==> src/fpllc_ref_div.sv <==
// fpllc_pkg: shared constants of the fractional pll controller
// fpllc_ref_div: divider on the main crystal path feeding the reference mux
// assumes the crystal level is a synchronous input sampled on sys_clk
package fpllc_pkg;
	localparam int          INT_W        = 12;
	localparam int          FRAC_W       = 4;
	localparam int          FRAC_DEN     = 16;
	localparam int          DIV_W        = 11;
	localparam int          LOCK_TIME_SELECT_W      = 3;
	localparam int          LT_CNT_W     = 8;
	localparam int          FILT_W       = 2;
	localparam int          LT_STEP      = 8;
	localparam logic [1:0]  REF_XTAL32K  = 2'h0;
	localparam logic [1:0]  REF_XOSC_DIV = 2'h1;
	localparam logic [1:0]  REF_GENERIC  = 2'h2;
	localparam logic [1:0]  FILT_AUTO_INT  = 2'h0;
	localparam logic [1:0]  FILT_AUTO_FRAC = 2'h1;
	localparam int          FLAG_LOCK_FAIL = 0;
	localparam int          FLAG_TIMEOUT   = 1;
	localparam int          NUM_FLAGS      = 2;
	typedef enum logic [3:0] {
		FPLLC_OFF     = 4'h1,
		FPLLC_STARTUP = 4'h2,
		FPLLC_ACQUIRE = 4'h4,
		FPLLC_RUN     = 4'h8
	} fpllc_state_t;
endpackage : fpllc_pkg

`timescale 1ns/10ps
module fpllc_ref_div #(
	parameter int DIV_W = fpllc_pkg::DIV_W
) (
	// clock and reset
	input  wire logic             sys_clk,
	input  wire logic             rst_n,
	// crystal in, divided clock out
	input  wire logic             xosc_in,
	input  wire logic [DIV_W-1:0] div_value,
	output logic                  div_out
);
	logic             xosc_d_r;
	logic [DIV_W-1:0] cnt_r;
	logic             div_r;
	wire              xosc_rise = xosc_in & ~xosc_d_r;
	wire              cnt_end   = (cnt_r >= div_value);

	// toggle after div+1 rising edges gives f/(2*(div+1))
	always_ff @(posedge sys_clk or negedge rst_n) begin
		if (!rst_n) begin
			xosc_d_r <= 1'b0;
			cnt_r    <= '0;
			div_r    <= 1'b0;
		end else begin
			xosc_d_r <= xosc_in;
			if (xosc_rise) begin
				cnt_r <= cnt_end ? '0 : cnt_r + 1'b1;
				if (cnt_end) begin
					div_r <= ~div_r;
				end
			end
		end
	end

	assign div_out = div_r;
endmodule : fpllc_ref_div

==> src/fpllc_ctrl.sv <==
// fpllc_ctrl: control logic around a fractional digital pll
// assumes the loop core, oscillators and clock sources are outside; their
// levels arrive as synchronous inputs sampled on sys_clk
// How it works
// - multiplier word to core is ratio_integer plus one plus ratio_fraction sixteenths
// - main crystal divided by two times divider plus one
// - output clock held low while loop disabled
// - integer mode when fraction zero, fractional mode otherwise
// - enable bit starts loop, clearing it stops loop
// - frequency stable only while enabled and lock set
// - nonzero lock time: lock validated by timer, first edge at zero count
// - zero lock time: lock follows core status, first edge at lock
// - wake fast opens output gate right after oscillator start-up
// - after first lock gate follows lock unless lock bypass set
// - ratio writes while enabled clear lock, lock returns once settled
// - lock fail flag set on lock falling edge in run state, write one clears
// - references: 32k crystal, divided main crystal, generic clock
// - filter automatic unless software override given
// - tdc bypass enable bypasses time to digital converter
// - lock timer counts edges of the 32 kHz lock timer clock
// - lock timeout flag set when programmed lock time elapses
// - irq when a flag and its enable are set; set and clear strobes
`timescale 1ns/10ps
module fpllc_ctrl #(
	parameter int INT_W   = fpllc_pkg::INT_W,
	parameter int DIV_W   = fpllc_pkg::DIV_W,
	parameter int LT_STEP = fpllc_pkg::LT_STEP
) (
	// clock and reset
	input  wire logic                          sys_clk,
	input  wire logic                          rst_n,
	// control a
	input  wire logic                          pll_enable,
	// ratio register
	input  wire logic [INT_W-1:0]              ratio_integer,
	input  wire logic [fpllc_pkg::FRAC_W-1:0]  ratio_fraction,
	input  wire logic                          ratio_write,
	// control b
	input  wire logic [1:0]                    ref_select,
	input  wire logic [DIV_W-1:0]              xosc_div,
	input  wire logic [fpllc_pkg::LOCK_TIME_SELECT_W-1:0] lock_time_select,
	input  wire logic                          wake_fast,
	input  wire logic                          lock_gate_bypass,
	input  wire logic                          filter_override,
	input  wire logic [fpllc_pkg::FILT_W-1:0]  filter_value,
	input  wire logic                          tdc_bypass_enable,
	// interrupt control, write-one strobes
	input  wire logic [1:0]                    irq_flags_clear,
	input  wire logic [1:0]                    irq_enable_set,
	input  wire logic [1:0]                    irq_enable_clear,
	// clock sources and core status
	input  wire logic                          crystal_32k,
	input  wire logic                          xosc_clock,
	input  wire logic                          generic_ref_clock,
	input  wire logic                          lock_timer_clock,
	input  wire logic                          oscillator_raw_clock,
	input  wire logic                          core_startup_done,
	input  wire logic                          core_locked,
	// to loop core
	output logic                               pll_ref_clock,
	output logic                               core_enable,
	output logic [INT_W+fpllc_pkg::FRAC_W-1:0] core_multiplier,
	output logic                               fractional_mode,
	output logic [fpllc_pkg::FILT_W-1:0]       filter_setting,
	output logic                               time_digital_conv_bypass,
	// output clock and status
	output logic                               pll_out_clock,
	output logic                               lock_status,
	output logic                               freq_stable,
	output logic [1:0]                         irq_flags,
	output logic [1:0]                         irq_enable,
	output logic                               irq
);
	fpllc_pkg::fpllc_state_t state_r, state_nxt;

	logic                      lock_r, lock_nxt;
	logic                      ltclk_d_r;
	logic [fpllc_pkg::LT_CNT_W-1:0] lt_cnt_r, lt_cnt_nxt;
	logic                      lt_run_r, lt_run_nxt;
	logic                      lt_done_r, lt_done_nxt;
	logic [1:0]                flags_r, flags_nxt;
	logic [1:0]                ien_r;
	logic                      irq_r;
	logic                      ref_r;
	logic                      out_r;
	logic                      acq_done_r;
	logic [INT_W+fpllc_pkg::FRAC_W-1:0] mult_r;
	logic                      xosc_div_clk;

	fpllc_ref_div #(
		.DIV_W    (DIV_W)
	) u_ref_div (
		.sys_clk  (sys_clk),
		.rst_n    (rst_n),
		.xosc_in  (xosc_clock),
		.div_value(xosc_div),
		.div_out  (xosc_div_clk)
	);

	// decode
	wire timer_mode  = (lock_time_select != '0);
	wire lt_tick     = lock_timer_clock & ~ltclk_d_r;
	wire is_off      = (state_r == fpllc_pkg::FPLLC_OFF);
	wire is_run      = (state_r == fpllc_pkg::FPLLC_RUN);
	wire ratio_upd   = ratio_write & ~is_off;
	wire lt_start    = (is_off & pll_enable) | ratio_upd;
	wire lt_expire   = lt_run_r & lt_tick & (lt_cnt_r == '0);
	wire settled     = timer_mode ? lt_done_r : core_locked;
	wire lock_fall   = lock_r & ~lock_nxt & is_run;
	// wake fast holds the gate open only until the first lock has been seen
	wire gate_open   = is_run & (lock_gate_bypass | lock_r | (wake_fast & ~acq_done_r));
	wire [fpllc_pkg::LT_CNT_W-1:0] lt_load =
		fpllc_pkg::LT_CNT_W'(lock_time_select * LT_STEP - 1);

	// reserved select code falls back to the 32k crystal
	wire ref_mux = (ref_select == fpllc_pkg::REF_XOSC_DIV) ? xosc_div_clk :
	               (ref_select == fpllc_pkg::REF_GENERIC)  ? generic_ref_clock :
	               crystal_32k;

	// sequence from enable to first output edge
	always_comb begin
		state_nxt = state_r;
		unique case (state_r)
			fpllc_pkg::FPLLC_OFF: begin
				if (pll_enable) state_nxt = fpllc_pkg::FPLLC_STARTUP;
			end
			fpllc_pkg::FPLLC_STARTUP: begin
				if (core_startup_done) begin
					state_nxt = wake_fast ? fpllc_pkg::FPLLC_RUN : fpllc_pkg::FPLLC_ACQUIRE;
				end
			end
			fpllc_pkg::FPLLC_ACQUIRE: begin
				if (timer_mode ? lt_done_r : core_locked) state_nxt = fpllc_pkg::FPLLC_RUN;
			end
			fpllc_pkg::FPLLC_RUN: ;
			default: state_nxt = fpllc_pkg::FPLLC_OFF;
		endcase
		if (!pll_enable) state_nxt = fpllc_pkg::FPLLC_OFF;
	end

	// lock timer, restarted at enable and on every ratio update
	always_comb begin
		lt_cnt_nxt  = lt_cnt_r;
		lt_run_nxt  = lt_run_r;
		lt_done_nxt = lt_done_r;
		if (!pll_enable || !timer_mode) begin
			lt_run_nxt  = 1'b0;
			lt_done_nxt = 1'b0;
		end else if (lt_start) begin
			lt_cnt_nxt  = lt_load;
			lt_run_nxt  = 1'b1;
			lt_done_nxt = 1'b0;
		end else if (lt_run_r && lt_tick) begin
			if (lt_expire) begin
				lt_run_nxt  = 1'b0;
				lt_done_nxt = 1'b1;
			end else begin
				lt_cnt_nxt = lt_cnt_r - 1'b1;
			end
		end
	end

	// a ratio update drops lock for at least one cycle
	assign lock_nxt = pll_enable & ~is_off & ~ratio_upd & settled;

	// set wins over a clear arriving in the same cycle
	always_comb begin
		flags_nxt = flags_r & ~irq_flags_clear;
		if (lock_fall) flags_nxt[fpllc_pkg::FLAG_LOCK_FAIL] = 1'b1;
		if (lt_expire) flags_nxt[fpllc_pkg::FLAG_TIMEOUT] = 1'b1;
	end

	always_ff @(posedge sys_clk or negedge rst_n) begin
		if (!rst_n) begin
			state_r   <= fpllc_pkg::FPLLC_OFF;
			lock_r    <= 1'b0;
			ltclk_d_r <= 1'b0;
			lt_cnt_r  <= '0;
			lt_run_r  <= 1'b0;
			lt_done_r <= 1'b0;
			flags_r   <= '0;
			acq_done_r <= 1'b0;
		end else begin
			state_r   <= state_nxt;
			lock_r    <= lock_nxt;
			ltclk_d_r <= lock_timer_clock;
			lt_cnt_r  <= lt_cnt_nxt;
			lt_run_r  <= lt_run_nxt;
			lt_done_r <= lt_done_nxt;
			flags_r   <= flags_nxt;
			acq_done_r <= ~is_off & (acq_done_r | lock_r);
		end
	end

	// enable set wins over clear when both strobe together
	always_ff @(posedge sys_clk or negedge rst_n) begin
		if (!rst_n) begin
			ien_r <= '0;
			irq_r <= 1'b0;
		end else begin
			ien_r <= (ien_r & ~irq_enable_clear) | irq_enable_set;
			irq_r <= |(flags_nxt & ((ien_r & ~irq_enable_clear) | irq_enable_set));
		end
	end

	// clock paths; gated level is zero from the second cycle the loop is off
	always_ff @(posedge sys_clk or negedge rst_n) begin
		if (!rst_n) begin
			ref_r  <= 1'b0;
			out_r  <= 1'b0;
			mult_r <= '0;
		end else begin
			ref_r  <= ref_mux;
			out_r  <= gate_open & oscillator_raw_clock;
			mult_r <= {ratio_integer + 1'b1, ratio_fraction};
		end
	end

	assign pll_ref_clock            = ref_r;
	assign pll_out_clock            = out_r;
	assign core_enable              = ~is_off;
	assign core_multiplier          = mult_r;
	assign fractional_mode          = (ratio_fraction != '0);
	assign filter_setting           = filter_override ? filter_value :
	                                  (fractional_mode ? fpllc_pkg::FILT_AUTO_FRAC
	                                                   : fpllc_pkg::FILT_AUTO_INT);
	assign time_digital_conv_bypass = tdc_bypass_enable;
	assign lock_status              = lock_r;
	assign freq_stable              = pll_enable & lock_r;
	assign irq_flags                = flags_r;
	assign irq_enable               = ien_r;
	assign irq                      = irq_r;
endmodule : fpllc_ctrl

==> config.mk <==
export PLATFORM = sky130hd
export DESIGN_NAME = fpllc_ctrl
export DESIGN_NICKNAME = d
export VERILOG_FILES = /design/src/fpllc_ref_div.sv /design/src/fpllc_ctrl.sv
export SDC_FILE = /design/constraint.sdc
export NUM_CORES = 1
export LEC_CHECK = 0
export ABC_CLOCK_PERIOD_IN_PS = 2100
export BUFFER_PORTS_ARGS = -buffer_cell sky130_fd_sc_hd__buf_2
export CORE_UTILIZATION = 46
export DETAILED_ROUTE_END_ITERATION = 12
export HOLD_SLACK_MARGIN = 0.15
export PLACE_DENSITY = 0.75
export SLEW_MARGIN = 20
export SYNTH_ARGS = -nofsm -noshare
export SYNTH_HDL_FRONTEND = slang
export SYNTH_SLANG_ARGS = --single-unit
==> constraint.sdc <==
create_clock -name sys_clk -period 2.1 [get_ports sys_clk]
set_clock_uncertainty 0.2 [all_clocks]
set_input_delay 0.105 -clock sys_clk [delete_from_list [all_inputs] [get_ports sys_clk]]
set_output_delay 0.105 -clock sys_clk [all_outputs]
set_load 0.05 [all_outputs]
==> metrics <==
outcome complete, but fails checks; failing checks negative setup slack; Slew Viols, Final 0; routed len/inst 14.1 um; worst reg-to-reg setup slack 30 ps; io pins 85; synth top area cells dfrtp_1 47%, ha_1 7.6%, xnor2_1 3.8%; Synth Register Bits 53; worst hold path class input pin to asynchronous set/reset pin; number of max-cap violations 0; cell area after layout 4130 um^2; global-route wire length before repair 11500 um; Setup crit end filter_setting[0]; Setup crit start ratio_fraction[0]; DR iter-0 viols 125; die area 6390 um^2; Flop pwr share 0.477; met3 usage 0.0411; drc violations 0; sequential share of the synthesized area 0.475; normalized max-slew margin 0.580; starting density of the core 0.475; global route hottest layer met2; crit path kind input pin to output pin; Final period util 1.00; reg2reg path depth 4; Root Buffer clkbuf_8; post-synth net total 355; worst r2r src state_r[0]; Max Clock Freq 0.476 GHz; syn avg cell area 9.88 um^2; minimum clock period after layout 2100 ps; CP top delay family buffers and inverters; number of cells on the critical path 5; final setup margin -1.56 ps; Pwr Density 625 nW/um^2; clock share of power 0.219; Inserted Diodes 0; antenna violations before repair 0; leak pwr 2.01 nW; Worst-path clk slew 100 ps; Fill cells 447; VDD IR max 0.000437 V; die width 80.0 um; RSZ-0062 raised after global routing yes; reg-to-reg endpoint lock_status; slowest CP cell dlygate4sd3_1; final HPWL from detailed placement 4670 um; final hold violation count 0; CTS H-tree depth 2; die height 80.0 um; DR vias/cell 5.10; maximum buffer depth of the clock tree 2; switch share 0.330; Least-Margin Pin Slew 630 ps; EDFF count, synth 0; final wirelength 7360 um; Synth top area share 0.466; crit path buf inv count 3; Post-Syn Area 2800 um^2; Placer Congestion 0.875; Post-DP Area 3390 um^2; met1 GRT Util 0.269; routed vias 2659; placed cell count 454; gr usage total 0.233; total number of yosys warnings 0; DP Worst Slack 56.3 ps; Row Count 28; Synth area leader dfrtp_1; vias in the first global route 2620; Worst EP arrival 1800 ps; TritonCTS Sinks 53; worst skew pair latency 300 ps; Critical Path Sink Type output pin; CTS tree built; WP data required 1790 ps; grt total ovfl 0; Synth Instances 283; CP Max Fanout 2; crit-path cells dlygate4sd3_1, buf_2, or4_4, mux2_2, buf_4; Pre-antenna DRT Iters 4; Final ANT Viol Nets 0; Netlist cell types 43; max incr delay on CP 550 ps; Non-Filler Instances 521; P_sw 0.851 mW; I/O Buffers 82; met2 Track Usage GR 0.435; startpoint types input pin; Synth Flop Type dfrtp_1; Gate power share 0.304; CTS Buf Count 5; layout cells sized above 1 0.314; largest net degree at the start of global routing 30; Pint 1.73 mW; asr flop ratio synth 1.00; Final setup viols 1; Area Overhead vs Synth 47.8%; nets 517; area of the core 5890 um^2
## worst reg2reg max path: cells and delay by family (launching register included)
| family | cells | cell delay (ps) |
|---|---|---|
| simple gates | 3 | 630 |
| buf+inv | 1 | 560 |
| flops | 1 | 580 |
## worst min path at each step
stage	start	endpoint	slack, ps	cells past startpoint
final	rst_n	state_r[1]	160	2
after global routing	lock_time_select[2]	lt_cnt_r[5]	170	5
after CTS	rst_n	state_r[1]	150	2
after detailed placement	rst_n	state_r[1]	-40	1
after global placement	rst_n	state_r[1]	-40	1
after floorplan	rst_n	acq_done_r	-390	0
## cells in the mapped netlist (3+ instances only)
cell type / instances
xor2_1: 7
and3_1: 4
nor2b_1: 5
buf_6: 3
nor2_1: 25
dfrtp_1: 52
a22o_1: 4
nand3_1: 12
ha_1: 17
nand2_1: 21
nand2b_1: 5
buf_4: 3
nor3_1: 13
inv_1: 27
xnor2_1: 12
o21ai_0: 13
a21oi_1: 16
nand4_1: 7
## kinds of logic (layout without fill, tap and decap cells)
group,after synthesis,count (layout),synth area share
XOR/XNOR,19,19,0.0595
AND/OR/NAND/NOR,108,108,0.202
adder cells (fa/ha/maj),17,17,0.0761
AO/OA/AOI/OAI,48,48,0.110
flip-flops,53,53,0.475
multiplexers,5,5,0.0206
buffers and inverters,33,196,0.0564
## what timing repair did
item	in CTS	in global routing
endpoints found under the hold margin	93	0
resized for setup	0	22
buffers inserted	0	7
hold buffers	51	0
endpoints found under the setup margin	0	23
## cell usage in the layout (no fill, tap or decap), types with 3 or more instances in the layout
| cell | n |
|---|---|
| a21oi_1 | 16 |
| nand2b_1 | 5 |
| xor2_1 | 6 |
| nor3_1 | 10 |
| nand2_1 | 20 |
| inv_1 | 27 |
| nor3_2 | 3 |
| buf_2 | 81 |
| nand3_1 | 11 |
| dfrtp_1 | 51 |
| nor2_1 | 23 |
| ha_1 | 15 |
| dlygate4sd3_1 | 51 |
| o21ai_1 | 6 |
| and3_1 | 3 |
| xnor2_1 | 12 |
| a22o_1 | 4 |
| buf_4 | 28 |
| nor2b_1 | 5 |
| nand4_1 | 7 |
| clkbuf_8 | 5 |
| o21ai_0 | 9 |
## layout make-up
type / instances / area [um^2] / share of cell area
Multi-Input combinational cell: 197 / 1380 / 0.334
Sequential cell: 53 / 1330 / 0.322
Timing Repair Buffer: 161 / 1140 / 0.275
Inverter: 27 / 101 / 0.0245
Tap cell: 75 / 93.8 / 0.0227
Clock buffer: 6 / 72.6 / 0.0176
Clock inverter: 2 / 15.0 / 0.00364
## through the flow
stage | hold slack (ps) | TNS, ps | total power, mW | util
after global placement | -37.4 | 0 | 1.88 | 0.577
after CTS | 155 | 0 | 2.56 | 0.678
after floorplan | -391 | 0 | 1.66 | -
final | 161 | -1.56 | 2.58 | 0.702
after global routing | 170 | -465 | 2.74 | 0.702
after detailed placement | -42.5 | 0 | 1.91 | 0.577
## routing by layer
| metal | vias up | wire (um) |
|---|---|---|
| li1 | 1295 | - |
| met1 | 1279 | 3010 |
| met2 | 79 | 3960 |
| met3 | 6 | 316 |
| met4 | 0 | 70 |
| met5 | - | 0 |
## power groups by stage
| stage | Combinational (mW) | Clock, mW | Sequential (mW) |
|---|---|---|---|
| after global routing | 0.866 | 0.631 | 1.25 |
| final | 0.785 | 0.564 | 1.23 |
| after floorplan | 0.340 | 0 | 1.32 |
| after CTS | 0.746 | 0.582 | 1.23 |
| after global placement | 0.637 | 0 | 1.24 |
| after detailed placement | 0.660 | 0 | 1.25 |
## sequential cells by signal, indices dropped and copies added, names as in the netlist
register,flops
pll_out_clock,1
lt_run_r,1
irq_flags,2
lt_done_r,1
irq_enable,2
u_ref_div.xosc_d_r,1
acq_done_r,1
core_multiplier,16
u_ref_div.cnt_r,11
lt_cnt_r,8
pll_ref_clock,1
lock_status,1
ltclk_d_r,1
u_ref_div.div_out,1
irq,1
state_r,4
No activity file was read; power rests on OpenSTA's default activity.
